===== config.mk =====
export PLATFORM = sky130hd
export DESIGN_NAME = pfsr_status_regs
export DESIGN_NICKNAME = d
export VERILOG_FILES = /design/src/core/pfsr_pkg.sv /design/src/core/pfsr_flag_byte.sv /design/src/core/pfsr_status_regs.sv
export SDC_FILE = /design/constraint.sdc
export NUM_CORES = 1
export LEC_CHECK = 0
export CELL_PAD_IN_SITES_DETAIL_PLACEMENT = 1
export CELL_PAD_IN_SITES_GLOBAL_PLACEMENT = 1
export CORE_ASPECT_RATIO = 1.75
export CORE_MARGIN = 1
export CORE_UTILIZATION = 46
export CTS_CLUSTER_DIAMETER = 150
export DETAILED_ROUTE_END_ITERATION = 8
export DONT_BUFFER_PORTS = 1
export GPL_ROUTABILITY_DRIVEN = 0
export PLACE_DENSITY = 0.92
export SYNTH_ARGS = -nofsm -noshare
export SYNTH_HDL_FRONTEND = slang
export SYNTH_SLANG_ARGS = --single-unit

===== constraint.sdc =====
create_clock -name core_clk_in -period 5.51 [get_ports core_clk_in]
set_input_delay 1.102 -clock core_clk_in [delete_from_list [all_inputs] [get_ports core_clk_in]]
set_output_delay 1.102 -clock core_clk_in [all_outputs]
set_load 0.01 [all_outputs]

===== src/core/pfsr_pkg.sv =====
// Constants and carrier types for the fault status byte block.
// Assumes a byte-wide command port driven by a serial management front end on the same clock.
//
// Overview of operation
// Bit 7 output-voltage byte latches over-voltage fault.
// Bit 4 output-voltage byte latches under-voltage fault.
// Bit 3 latches out-of-limit voltage programming attempts.
// Unsupported flag bits read zero, ignore writes.
// Writing one clears a flag; zero keeps it.
// Only single-byte reads and writes reach these.
// Page 00h selects channel A, 01h channel B.
// Page FFh reads return channel A flags.
// Output-current command read returns selected channel byte.
// Bit 7 output-current byte latches over-current fault.
// Bit 5 output-current byte latches over-current warning.
// Bit 3 output-current byte latches sharing fault.
// Input status read returns input fault byte.
// Input byte is shared, ignores page selection.
// Input byte bits 7,4,3,2,1,0 latch input events.
// Output-voltage byte is paged like output-current byte.
// Flags hold until cleared; set beats clear.
// Read-only bit writes ignored, other flags untouched.
package pfsr_pkg;
   localparam logic [7:0] PFSR_CMD_VOUT = 8'h7A;
   localparam logic [7:0] PFSR_CMD_IOUT = 8'h7B;
   localparam logic [7:0] PFSR_CMD_INPUT = 8'h7C;
   localparam logic [7:0] PFSR_PAGE_A = 8'h00;
   localparam logic [7:0] PFSR_PAGE_B = 8'h01;
   localparam logic [7:0] PFSR_PAGE_ALL = 8'hFF;
   localparam logic [7:0] PFSR_VOUT_MASK = 8'h98;
   localparam logic [7:0] PFSR_IOUT_MASK = 8'hA8;
   localparam logic [7:0] PFSR_INPUT_MASK = 8'h9F;
   localparam logic [7:0] PFSR_FLAGS_RESET = 8'h00;
   localparam int PFSR_BIT_OV = 7;
   localparam int PFSR_BIT_UV = 4;
   localparam int PFSR_BIT_LIMIT = 3;
   localparam int PFSR_BIT_OC = 7;
   localparam int PFSR_BIT_OCW = 5;
   localparam int PFSR_BIT_SHARE = 3;
   localparam int PFSR_BIT_IN_OV = 7;
   localparam int PFSR_BIT_IN_UV = 4;
   localparam int PFSR_BIT_IN_LOW = 3;
   localparam int PFSR_BIT_IN_OC = 2;
   localparam int PFSR_BIT_IN_OCW = 1;
   localparam int PFSR_BIT_IN_OPW = 0;

   // Fault events of one channel, each a one-cycle pulse or level.
   typedef struct packed {
      logic out_overvolt_fault_flag;
      logic out_undervolt_fault_flag;
      logic out_limit_exceeded_flag;
      logic out_overcurrent_fault_flag;
      logic out_overcurrent_warn_flag;
      logic phase_sharing_fault_flag;
   } pfsr_chan_evt_s;

   // Shared input fault events.
   typedef struct packed {
      logic in_overvolt_fault_flag;
      logic in_undervolt_fault_flag;
      logic insufficient_input_off_flag;
      logic in_overcurrent_fault_flag;
      logic in_overcurrent_warn_flag;
      logic in_overpower_warn_flag;
   } pfsr_in_evt_s;

   // Single-byte command from the serial front end.
   typedef struct packed {
      logic rd;
      logic wr;
      logic [7:0] cmd;
      logic [7:0] page;
      logic [7:0] data;
   } pfsr_req_s;
endpackage


===== src/core/pfsr_flag_byte.sv =====
// One latched flag byte with write-one-to-clear and a mask of implemented bits.
// Assumes set events and clear strobes come from logic on the same clock.
`timescale 1ns/1ps
`default_nettype none
module pfsr_flag_byte #(
   parameter logic [7:0] IMPL_MASK = 8'hFF
) (
   // Clock and reset
   input wire logic core_clk_in,
   input wire logic reset_n_in,
   // Events and clear
   input wire logic [7:0] set_in,
   input wire logic clr_en_in,
   input wire logic [7:0] clr_data_in,
   // Flags
   output logic [7:0] flags_out
);
   typedef struct packed {
      logic [7:0] flags;
   } pfsr_fb_state_s;

   pfsr_fb_state_s state_q;
   pfsr_fb_state_s state_d;
   logic [7:0] clr_bits;

   always_comb begin
      state_d = state_q;
      clr_bits = clr_en_in ? clr_data_in : 8'h00;
      // Set wins over a clear in the same cycle; unimplemented bits never set.
      state_d.flags = ((state_q.flags & ~clr_bits) | set_in) & IMPL_MASK;
   end

   always_ff @(posedge core_clk_in) begin
      if (!reset_n_in) begin
         state_q <= '{flags: pfsr_pkg::PFSR_FLAGS_RESET};
      end else begin
         state_q <= state_d;
      end
   end

   assign flags_out = state_q.flags;

   a_flag_holds: assert property (@(posedge core_clk_in) disable iff (!reset_n_in)
      (!clr_en_in |=> (flags_out & $past(flags_out)) == $past(flags_out)))
      else $error("flag dropped without clear");
   a_set_wins: assert property (@(posedge core_clk_in) disable iff (!reset_n_in)
      ((set_in & IMPL_MASK) != 8'h00 |=> (flags_out & $past(set_in & IMPL_MASK)) == $past(set_in & IMPL_MASK)))
      else $error("event lost");
   a_unimpl_zero: assert property (@(posedge core_clk_in) disable iff (!reset_n_in)
      ((flags_out & ~IMPL_MASK) == 8'h00))
      else $error("unsupported bit set");
   a_clear_one: assert property (@(posedge core_clk_in) disable iff (!reset_n_in)
      (clr_en_in && set_in == 8'h00 |=> (flags_out & $past(clr_data_in)) == 8'h00))
      else $error("write one failed to clear");
endmodule
`default_nettype wire


===== src/core/pfsr_status_regs.sv =====
// Paged output fault bytes and the shared input fault byte.
// Assumes a front end that issues single-byte reads and writes on core_clk_in.
`timescale 1ns/1ps
`default_nettype none
module pfsr_status_regs (
   // Clock and reset
   input wire logic core_clk_in,
   input wire logic reset_n_in,
   // Fault events
   input wire pfsr_pkg::pfsr_chan_evt_s evt_a_in,
   input wire pfsr_pkg::pfsr_chan_evt_s evt_b_in,
   input wire pfsr_pkg::pfsr_in_evt_s evt_in_in,
   // Command port
   input wire pfsr_pkg::pfsr_req_s req_in,
   output logic [7:0] rd_data_out,
   output logic rd_valid_out,
   output logic rd_miss_out
);
   typedef struct packed {
      logic [7:0] rd_data;
      logic rd_valid;
      logic rd_miss;
   } pfsr_top_state_s;

   pfsr_top_state_s state_q;
   pfsr_top_state_s state_d;
   logic [7:0] vout_set [2];
   logic [7:0] iout_set [2];
   logic [7:0] input_set;
   logic [7:0] vout_flags [2];
   logic [7:0] iout_flags [2];
   logic [7:0] input_flags;
   logic vout_wr [2];
   logic iout_wr [2];
   logic input_wr;
   logic sel_b;
   logic page_ok;

   function automatic logic [7:0] chan_vout(input pfsr_pkg::pfsr_chan_evt_s e);
      logic [7:0] b;
      b = 8'h00;
      b[pfsr_pkg::PFSR_BIT_OV] = e.out_overvolt_fault_flag;
      b[pfsr_pkg::PFSR_BIT_UV] = e.out_undervolt_fault_flag;
      b[pfsr_pkg::PFSR_BIT_LIMIT] = e.out_limit_exceeded_flag;
      return b;
   endfunction

   function automatic logic [7:0] chan_iout(input pfsr_pkg::pfsr_chan_evt_s e);
      logic [7:0] b;
      b = 8'h00;
      b[pfsr_pkg::PFSR_BIT_OC] = e.out_overcurrent_fault_flag;
      b[pfsr_pkg::PFSR_BIT_OCW] = e.out_overcurrent_warn_flag;
      b[pfsr_pkg::PFSR_BIT_SHARE] = e.phase_sharing_fault_flag;
      return b;
   endfunction

   always_comb begin
      input_set = 8'h00;
      input_set[pfsr_pkg::PFSR_BIT_IN_OV] = evt_in_in.in_overvolt_fault_flag;
      input_set[pfsr_pkg::PFSR_BIT_IN_UV] = evt_in_in.in_undervolt_fault_flag;
      input_set[pfsr_pkg::PFSR_BIT_IN_LOW] = evt_in_in.insufficient_input_off_flag;
      input_set[pfsr_pkg::PFSR_BIT_IN_OC] = evt_in_in.in_overcurrent_fault_flag;
      input_set[pfsr_pkg::PFSR_BIT_IN_OCW] = evt_in_in.in_overcurrent_warn_flag;
      input_set[pfsr_pkg::PFSR_BIT_IN_OPW] = evt_in_in.in_overpower_warn_flag;
   end

   assign vout_set[0] = chan_vout(evt_a_in);
   assign vout_set[1] = chan_vout(evt_b_in);
   assign iout_set[0] = chan_iout(evt_a_in);
   assign iout_set[1] = chan_iout(evt_b_in);

   // Page 01h picks channel B; 00h and FFh pick channel A.
   assign sel_b = (req_in.page == pfsr_pkg::PFSR_PAGE_B);
   assign page_ok = (req_in.page == pfsr_pkg::PFSR_PAGE_A) || sel_b || (req_in.page == pfsr_pkg::PFSR_PAGE_ALL);

   // A write with page FFh clears both channels, as a broadcast.
   always_comb begin
      for (int c = 0; c < 2; c++) begin
         vout_wr[c] = req_in.wr && req_in.cmd == pfsr_pkg::PFSR_CMD_VOUT &&
                      (req_in.page == pfsr_pkg::PFSR_PAGE_ALL || sel_b == (c == 1)) && page_ok;
         iout_wr[c] = req_in.wr && req_in.cmd == pfsr_pkg::PFSR_CMD_IOUT &&
                      (req_in.page == pfsr_pkg::PFSR_PAGE_ALL || sel_b == (c == 1)) && page_ok;
      end
      input_wr = req_in.wr && req_in.cmd == pfsr_pkg::PFSR_CMD_INPUT;
   end

   for (genvar c = 0; c < 2; c++) begin : g_chan
      pfsr_flag_byte #(.IMPL_MASK(pfsr_pkg::PFSR_VOUT_MASK)) u_vout (
         .core_clk_in(core_clk_in),
         .reset_n_in(reset_n_in),
         .set_in(vout_set[c]),
         .clr_en_in(vout_wr[c]),
         .clr_data_in(req_in.data),
         .flags_out(vout_flags[c])
      );
      pfsr_flag_byte #(.IMPL_MASK(pfsr_pkg::PFSR_IOUT_MASK)) u_iout (
         .core_clk_in(core_clk_in),
         .reset_n_in(reset_n_in),
         .set_in(iout_set[c]),
         .clr_en_in(iout_wr[c]),
         .clr_data_in(req_in.data),
         .flags_out(iout_flags[c])
      );
   end

   pfsr_flag_byte #(.IMPL_MASK(pfsr_pkg::PFSR_INPUT_MASK)) u_input (
      .core_clk_in(core_clk_in),
      .reset_n_in(reset_n_in),
      .set_in(input_set),
      .clr_en_in(input_wr),
      .clr_data_in(req_in.data),
      .flags_out(input_flags)
   );

   // Single-byte reads answer one cycle after the request.
   always_comb begin
      state_d = state_q;
      state_d.rd_valid = req_in.rd;
      state_d.rd_miss = 1'b0;
      state_d.rd_data = 8'h00;
      if (req_in.rd) begin
         case (req_in.cmd)
            pfsr_pkg::PFSR_CMD_VOUT: begin
               state_d.rd_data = vout_flags[sel_b];
               state_d.rd_miss = !page_ok;
            end
            pfsr_pkg::PFSR_CMD_IOUT: begin
               state_d.rd_data = iout_flags[sel_b];
               state_d.rd_miss = !page_ok;
            end
            pfsr_pkg::PFSR_CMD_INPUT: begin
               state_d.rd_data = input_flags;
            end
            default: begin
               state_d.rd_miss = 1'b1;
            end
         endcase
         if (state_d.rd_miss) begin
            state_d.rd_data = 8'h00;
         end
      end
   end

   always_ff @(posedge core_clk_in) begin
      if (!reset_n_in) begin
         state_q <= '{rd_data: 8'h00, rd_valid: 1'b0, rd_miss: 1'b0};
      end else begin
         state_q <= state_d;
      end
   end

   assign rd_data_out = state_q.rd_data;
   assign rd_valid_out = state_q.rd_valid;
   assign rd_miss_out = state_q.rd_miss;

   // Reads answer on the next edge with the flags that stood when the request was taken.
   a_read_iout_b: assert property (@(posedge core_clk_in) disable iff (!reset_n_in)
      (req_in.rd && req_in.cmd == pfsr_pkg::PFSR_CMD_IOUT && req_in.page == pfsr_pkg::PFSR_PAGE_B
       |=> rd_valid_out && rd_data_out == $past(iout_flags[1])))
      else $error("channel B current byte misread");
   a_read_iout_a: assert property (@(posedge core_clk_in) disable iff (!reset_n_in)
      (req_in.rd && req_in.cmd == pfsr_pkg::PFSR_CMD_IOUT && req_in.page == pfsr_pkg::PFSR_PAGE_A
       |=> rd_valid_out && rd_data_out == $past(iout_flags[0])))
      else $error("channel A current byte misread");
   a_read_vout_b: assert property (@(posedge core_clk_in) disable iff (!reset_n_in)
      (req_in.rd && req_in.cmd == pfsr_pkg::PFSR_CMD_VOUT && req_in.page == pfsr_pkg::PFSR_PAGE_B
       |=> rd_valid_out && rd_data_out == $past(vout_flags[1])))
      else $error("channel B voltage byte misread");
   a_read_all_a: assert property (@(posedge core_clk_in) disable iff (!reset_n_in)
      (req_in.rd && req_in.cmd == pfsr_pkg::PFSR_CMD_VOUT && req_in.page == pfsr_pkg::PFSR_PAGE_ALL
       |=> rd_data_out == $past(vout_flags[0])))
      else $error("page FFh did not read channel A");
   a_input_shared: assert property (@(posedge core_clk_in) disable iff (!reset_n_in)
      (req_in.rd && req_in.cmd == pfsr_pkg::PFSR_CMD_INPUT |=> !rd_miss_out && rd_data_out == $past(input_flags)))
      else $error("input byte depends on page");
   a_read_pulse: assert property (@(posedge core_clk_in) disable iff (!reset_n_in)
      (req_in.rd |=> rd_valid_out))
      else $error("read not answered");
   a_no_stray: assert property (@(posedge core_clk_in) disable iff (!reset_n_in)
      (!req_in.rd |=> !rd_valid_out))
      else $error("answer without a read");
   a_miss_zero: assert property (@(posedge core_clk_in) disable iff (!reset_n_in)
      (rd_miss_out |-> rd_valid_out && rd_data_out == 8'h00))
      else $error("refused read returned data");
   a_bad_page_miss: assert property (@(posedge core_clk_in) disable iff (!reset_n_in)
      (req_in.rd && req_in.cmd == pfsr_pkg::PFSR_CMD_IOUT && !page_ok |=> rd_miss_out && rd_data_out == 8'h00))
      else $error("unknown page not refused");

   // Writes on a refused page leave both channels alone; input clears ignore the page.
   a_page_write: assert property (@(posedge core_clk_in) disable iff (!reset_n_in)
      (req_in.wr && !page_ok && evt_a_in == '0 && evt_b_in == '0
       |=> vout_flags[0] == $past(vout_flags[0]) && iout_flags[0] == $past(iout_flags[0])
           && vout_flags[1] == $past(vout_flags[1]) && iout_flags[1] == $past(iout_flags[1])))
      else $error("refused page write changed a flag");
   a_input_clear: assert property (@(posedge core_clk_in) disable iff (!reset_n_in)
      (req_in.wr && req_in.cmd == pfsr_pkg::PFSR_CMD_INPUT && evt_in_in == '0
       |=> (input_flags & $past(req_in.data)) == 8'h00))
      else $error("input clear depends on page");

   // Each event shows in its byte on the next edge.
   a_ov_latch: assert property (@(posedge core_clk_in) disable iff (!reset_n_in)
      (evt_a_in.out_overvolt_fault_flag |=> vout_flags[0][pfsr_pkg::PFSR_BIT_OV]))
      else $error("over-voltage not latched");
   a_ov_latch_b: assert property (@(posedge core_clk_in) disable iff (!reset_n_in)
      (evt_b_in.out_overvolt_fault_flag |=> vout_flags[1][pfsr_pkg::PFSR_BIT_OV]))
      else $error("channel B over-voltage not latched");
   a_uv_latch: assert property (@(posedge core_clk_in) disable iff (!reset_n_in)
      (evt_b_in.out_undervolt_fault_flag |=> vout_flags[1][pfsr_pkg::PFSR_BIT_UV]))
      else $error("under-voltage not latched");
   a_limit_latch: assert property (@(posedge core_clk_in) disable iff (!reset_n_in)
      (evt_a_in.out_limit_exceeded_flag |=> vout_flags[0][pfsr_pkg::PFSR_BIT_LIMIT]))
      else $error("limit attempt not latched");
   a_oc_latch: assert property (@(posedge core_clk_in) disable iff (!reset_n_in)
      (evt_b_in.out_overcurrent_fault_flag |=> iout_flags[1][pfsr_pkg::PFSR_BIT_OC]))
      else $error("over-current not latched");
   a_ocw_latch: assert property (@(posedge core_clk_in) disable iff (!reset_n_in)
      (evt_a_in.out_overcurrent_warn_flag |=> iout_flags[0][pfsr_pkg::PFSR_BIT_OCW]))
      else $error("over-current warning not latched");
   a_share_latch: assert property (@(posedge core_clk_in) disable iff (!reset_n_in)
      (evt_b_in.phase_sharing_fault_flag |=> iout_flags[1][pfsr_pkg::PFSR_BIT_SHARE]))
      else $error("sharing fault not latched");
   a_in_ov_latch: assert property (@(posedge core_clk_in) disable iff (!reset_n_in)
      (evt_in_in.in_overvolt_fault_flag |=> input_flags[pfsr_pkg::PFSR_BIT_IN_OV]))
      else $error("input over-voltage not latched");
   a_in_low_latch: assert property (@(posedge core_clk_in) disable iff (!reset_n_in)
      (evt_in_in.insufficient_input_off_flag |=> input_flags[pfsr_pkg::PFSR_BIT_IN_LOW]))
      else $error("low input not latched");
endmodule
`default_nettype wire


==> run metrics <==
Worst-Margin Slew 520 ps; Critical Path Source Type input port; worst skew pair latency around 280 ps; post-synth top area share 46.5%; Post-DP Area 1170 sq um; worst slack at placement 2750 ps; reg2reg end rd_data_out[3]; nets@finish about 170; status completed; Congestion Overflow GR 0; Row Count 23; area of the multi-input gates between 500 and 600 sq um; clk sinks 27; Finished Layout Cells 149; kind of critical path in -> reg; share of cells above drive strength 1 8.06%; Finished Cell Area 1220 sq um; Final period util 44.5%; final worst setup slack 3060 ps; CTS tree yes; Hold Crit Class reg -> reg; drt drc 0; Post-DRT Antenna Nets 0; hold path start u_input.flags_out[1]; worst endpoint required time approximately 5700 ps; first-pass GRT wire length between 4000 and 5000 um; GRT Resource Usage Total approximately 22%; # hold bufs at CTS 0; Yosys reg bits 27; CP max FO 8; vias after detailed routing around 930; Leakage Power 0.439 nW; Synth Warn # 0; most frequent cell after synthesis dfxtp_1; vias in the first global route 1031; CTS buffer count 3; Reg2Reg Launch Point g_chan[1].u_iout.flags_out[3]; Util after Layout 52.4%; Synth area leader dfxtp_1; placed insts ~150; FF+latch area 541 sq um; setup_tns 0 ps; layout filler cell count around 270; Area Growth Syn to Fin 5.17%; final worst path period need 2450 ps; initial antenna violation count 0; Peak VDD IR ~0.22 mV; RSZ-0062 raised after global routing false; post-DR vias/cell 6.25; CTS root buf clkbuf_8; library cells used by synthesis 29; dpl hpwl 2250 um; Synth top cells by count 27 x dfxtp_1, 20 x o21a_1, 13 x nor2_1; cell depth of the worst hold path 1; total of max-cap violations 0; n_diodes 0; Buffers on Ports 0; core footprint 2330 sq um; Post-CTS Setup Inserts 0; max_slew headroom 65.2%; Die X 40 um; Post-synth EDFFs 0; drt pass-1 iters 4; Starting Density 49.9%; Mapped Avg Cell Area 9.37 sq um; fin. max-slew vios 0; Die Y 68.5 um; Post-Syn Nets 170; synth top area cells dfxtp_1 47%, o21a_1 13%, mux2i_1 5.2%; Clock Skews 7.02 ps; DR iter-0 viols 8; Final setup violation count 0; DR WL/cell 18.6 um; Final Hold Fails 0; post-CTS sizing 0; R2R Setup Slk between 4000 and 5000 ps; # IOs 56; critical path arrival 2630 ps; Worst-path clk slew approximately 100 ps; sequential area share after synthesis 46.5%; share of synthesized registers carrying an async set or reset 0%; post-synthesis instance area 1160 sq um; f_max between 400 and 500 MHz; WHS Endpoint rd_data_out[1]; Main synth FF type dfxtp_1; post-synthesis cell count 124; CTS HTree Levels 1; die area 2740 sq um; largest net degree at the start of global routing 20; Worst Reg-to-Reg Cells 3; Bufs on Longest Clock Path 2; Post-Route WL around 2800 um; CP Capture Type flip-flop; pwr/cell area 285 nW/um^2
[power breakdown]
| group | switching (mW) | internal (mW) |
|---|---|---|
| sequential | 0.00519 | 0.205 |
| clock | 0.0640 | 0.0514 |
| combinational | 0.0100 | 0.0125 |
| total | 0.0792 | 0.269 |
[cell usage in the layout (no fill, tap or decap), types with 4 or more instances in the layout]
cell	count
dfxtp_1	27
nand2_1	7
a21boi_1	6
a21oi_1	7
o21a_1	20
nor2_1	13
mux2i_1	6
and3_1	4
o21ai_0	6
[metrics by stage]
step | power, mW | hold WS [ps]
3_3_place_gp | 0.235 | 458
6_report | 0.348 | 486
3_5_place_dp | 0.238 | 468
2_1_floorplan | 0.235 | 446
5_1_grt | 0.363 | 502
4_1_cts | 0.350 | 488
[registers in the layout, indices dropped and copies added, names as in the netlist]
signal / cells
g_chan.u_iout.flags_out: 6
rd_miss_out: 1
g_chan.u_vout.flags_out: 6
u_input.flags_out: 6
rd_data_out: 7
rd_valid_out: 1
[metal layers]
metal | GRT usage (%) | share of wire (%) | vias to the layer above
met4 | 12.1 | 1.9 | 0
met5 | 0 | 0 | -
met3 | 5.13 | 5.9 | 6
met1 | 20.3 | 34 | 445
met2 | 41.1 | 58 | 34
li1 | - | - | 446
[cells by family (layout without fill, tap and decap cells)]
family,after synthesis,after routing,share of synthesized area [%]
DFF,27,27,46.5
muxes,6,6,5.17
buffers and inverters,6,6,2.37
other,1,1,0.323
AOI/OAI and AO/OA,46,46,27.0
and+or+nand+nor,38,38,18.6
[final cells by class]
type	instances	area share (%)
multi-input combinational	91	48.6
sequential	27	44.2
clock buffer	3	3.38
tap	25	2.56
clock inverter	1	0.614
inverter	2	0.614
[how the worst max path moves through the flow]
stage               start                       endpoint
5_1_grt        req_in[12]                 rd_data_out[7]
4_1_cts        req_in[12]  g_chan[1].u_iout.flags_out[3]
2_1_floorplan  req_in[12]  g_chan[1].u_iout.flags_out[3]
6_report       req_in[12]  g_chan[1].u_iout.flags_out[3]
3_3_place_gp   req_in[12]                 rd_data_out[3]
3_5_place_dp   req_in[12]  g_chan[1].u_iout.flags_out[3]
[critical path: stages]
cell and delay, ps:
or4_4 540, nor3_4 470, o21bai_2 140, o21a_1 200, o21a_1 160
Power figures use the tool's default switching activity.
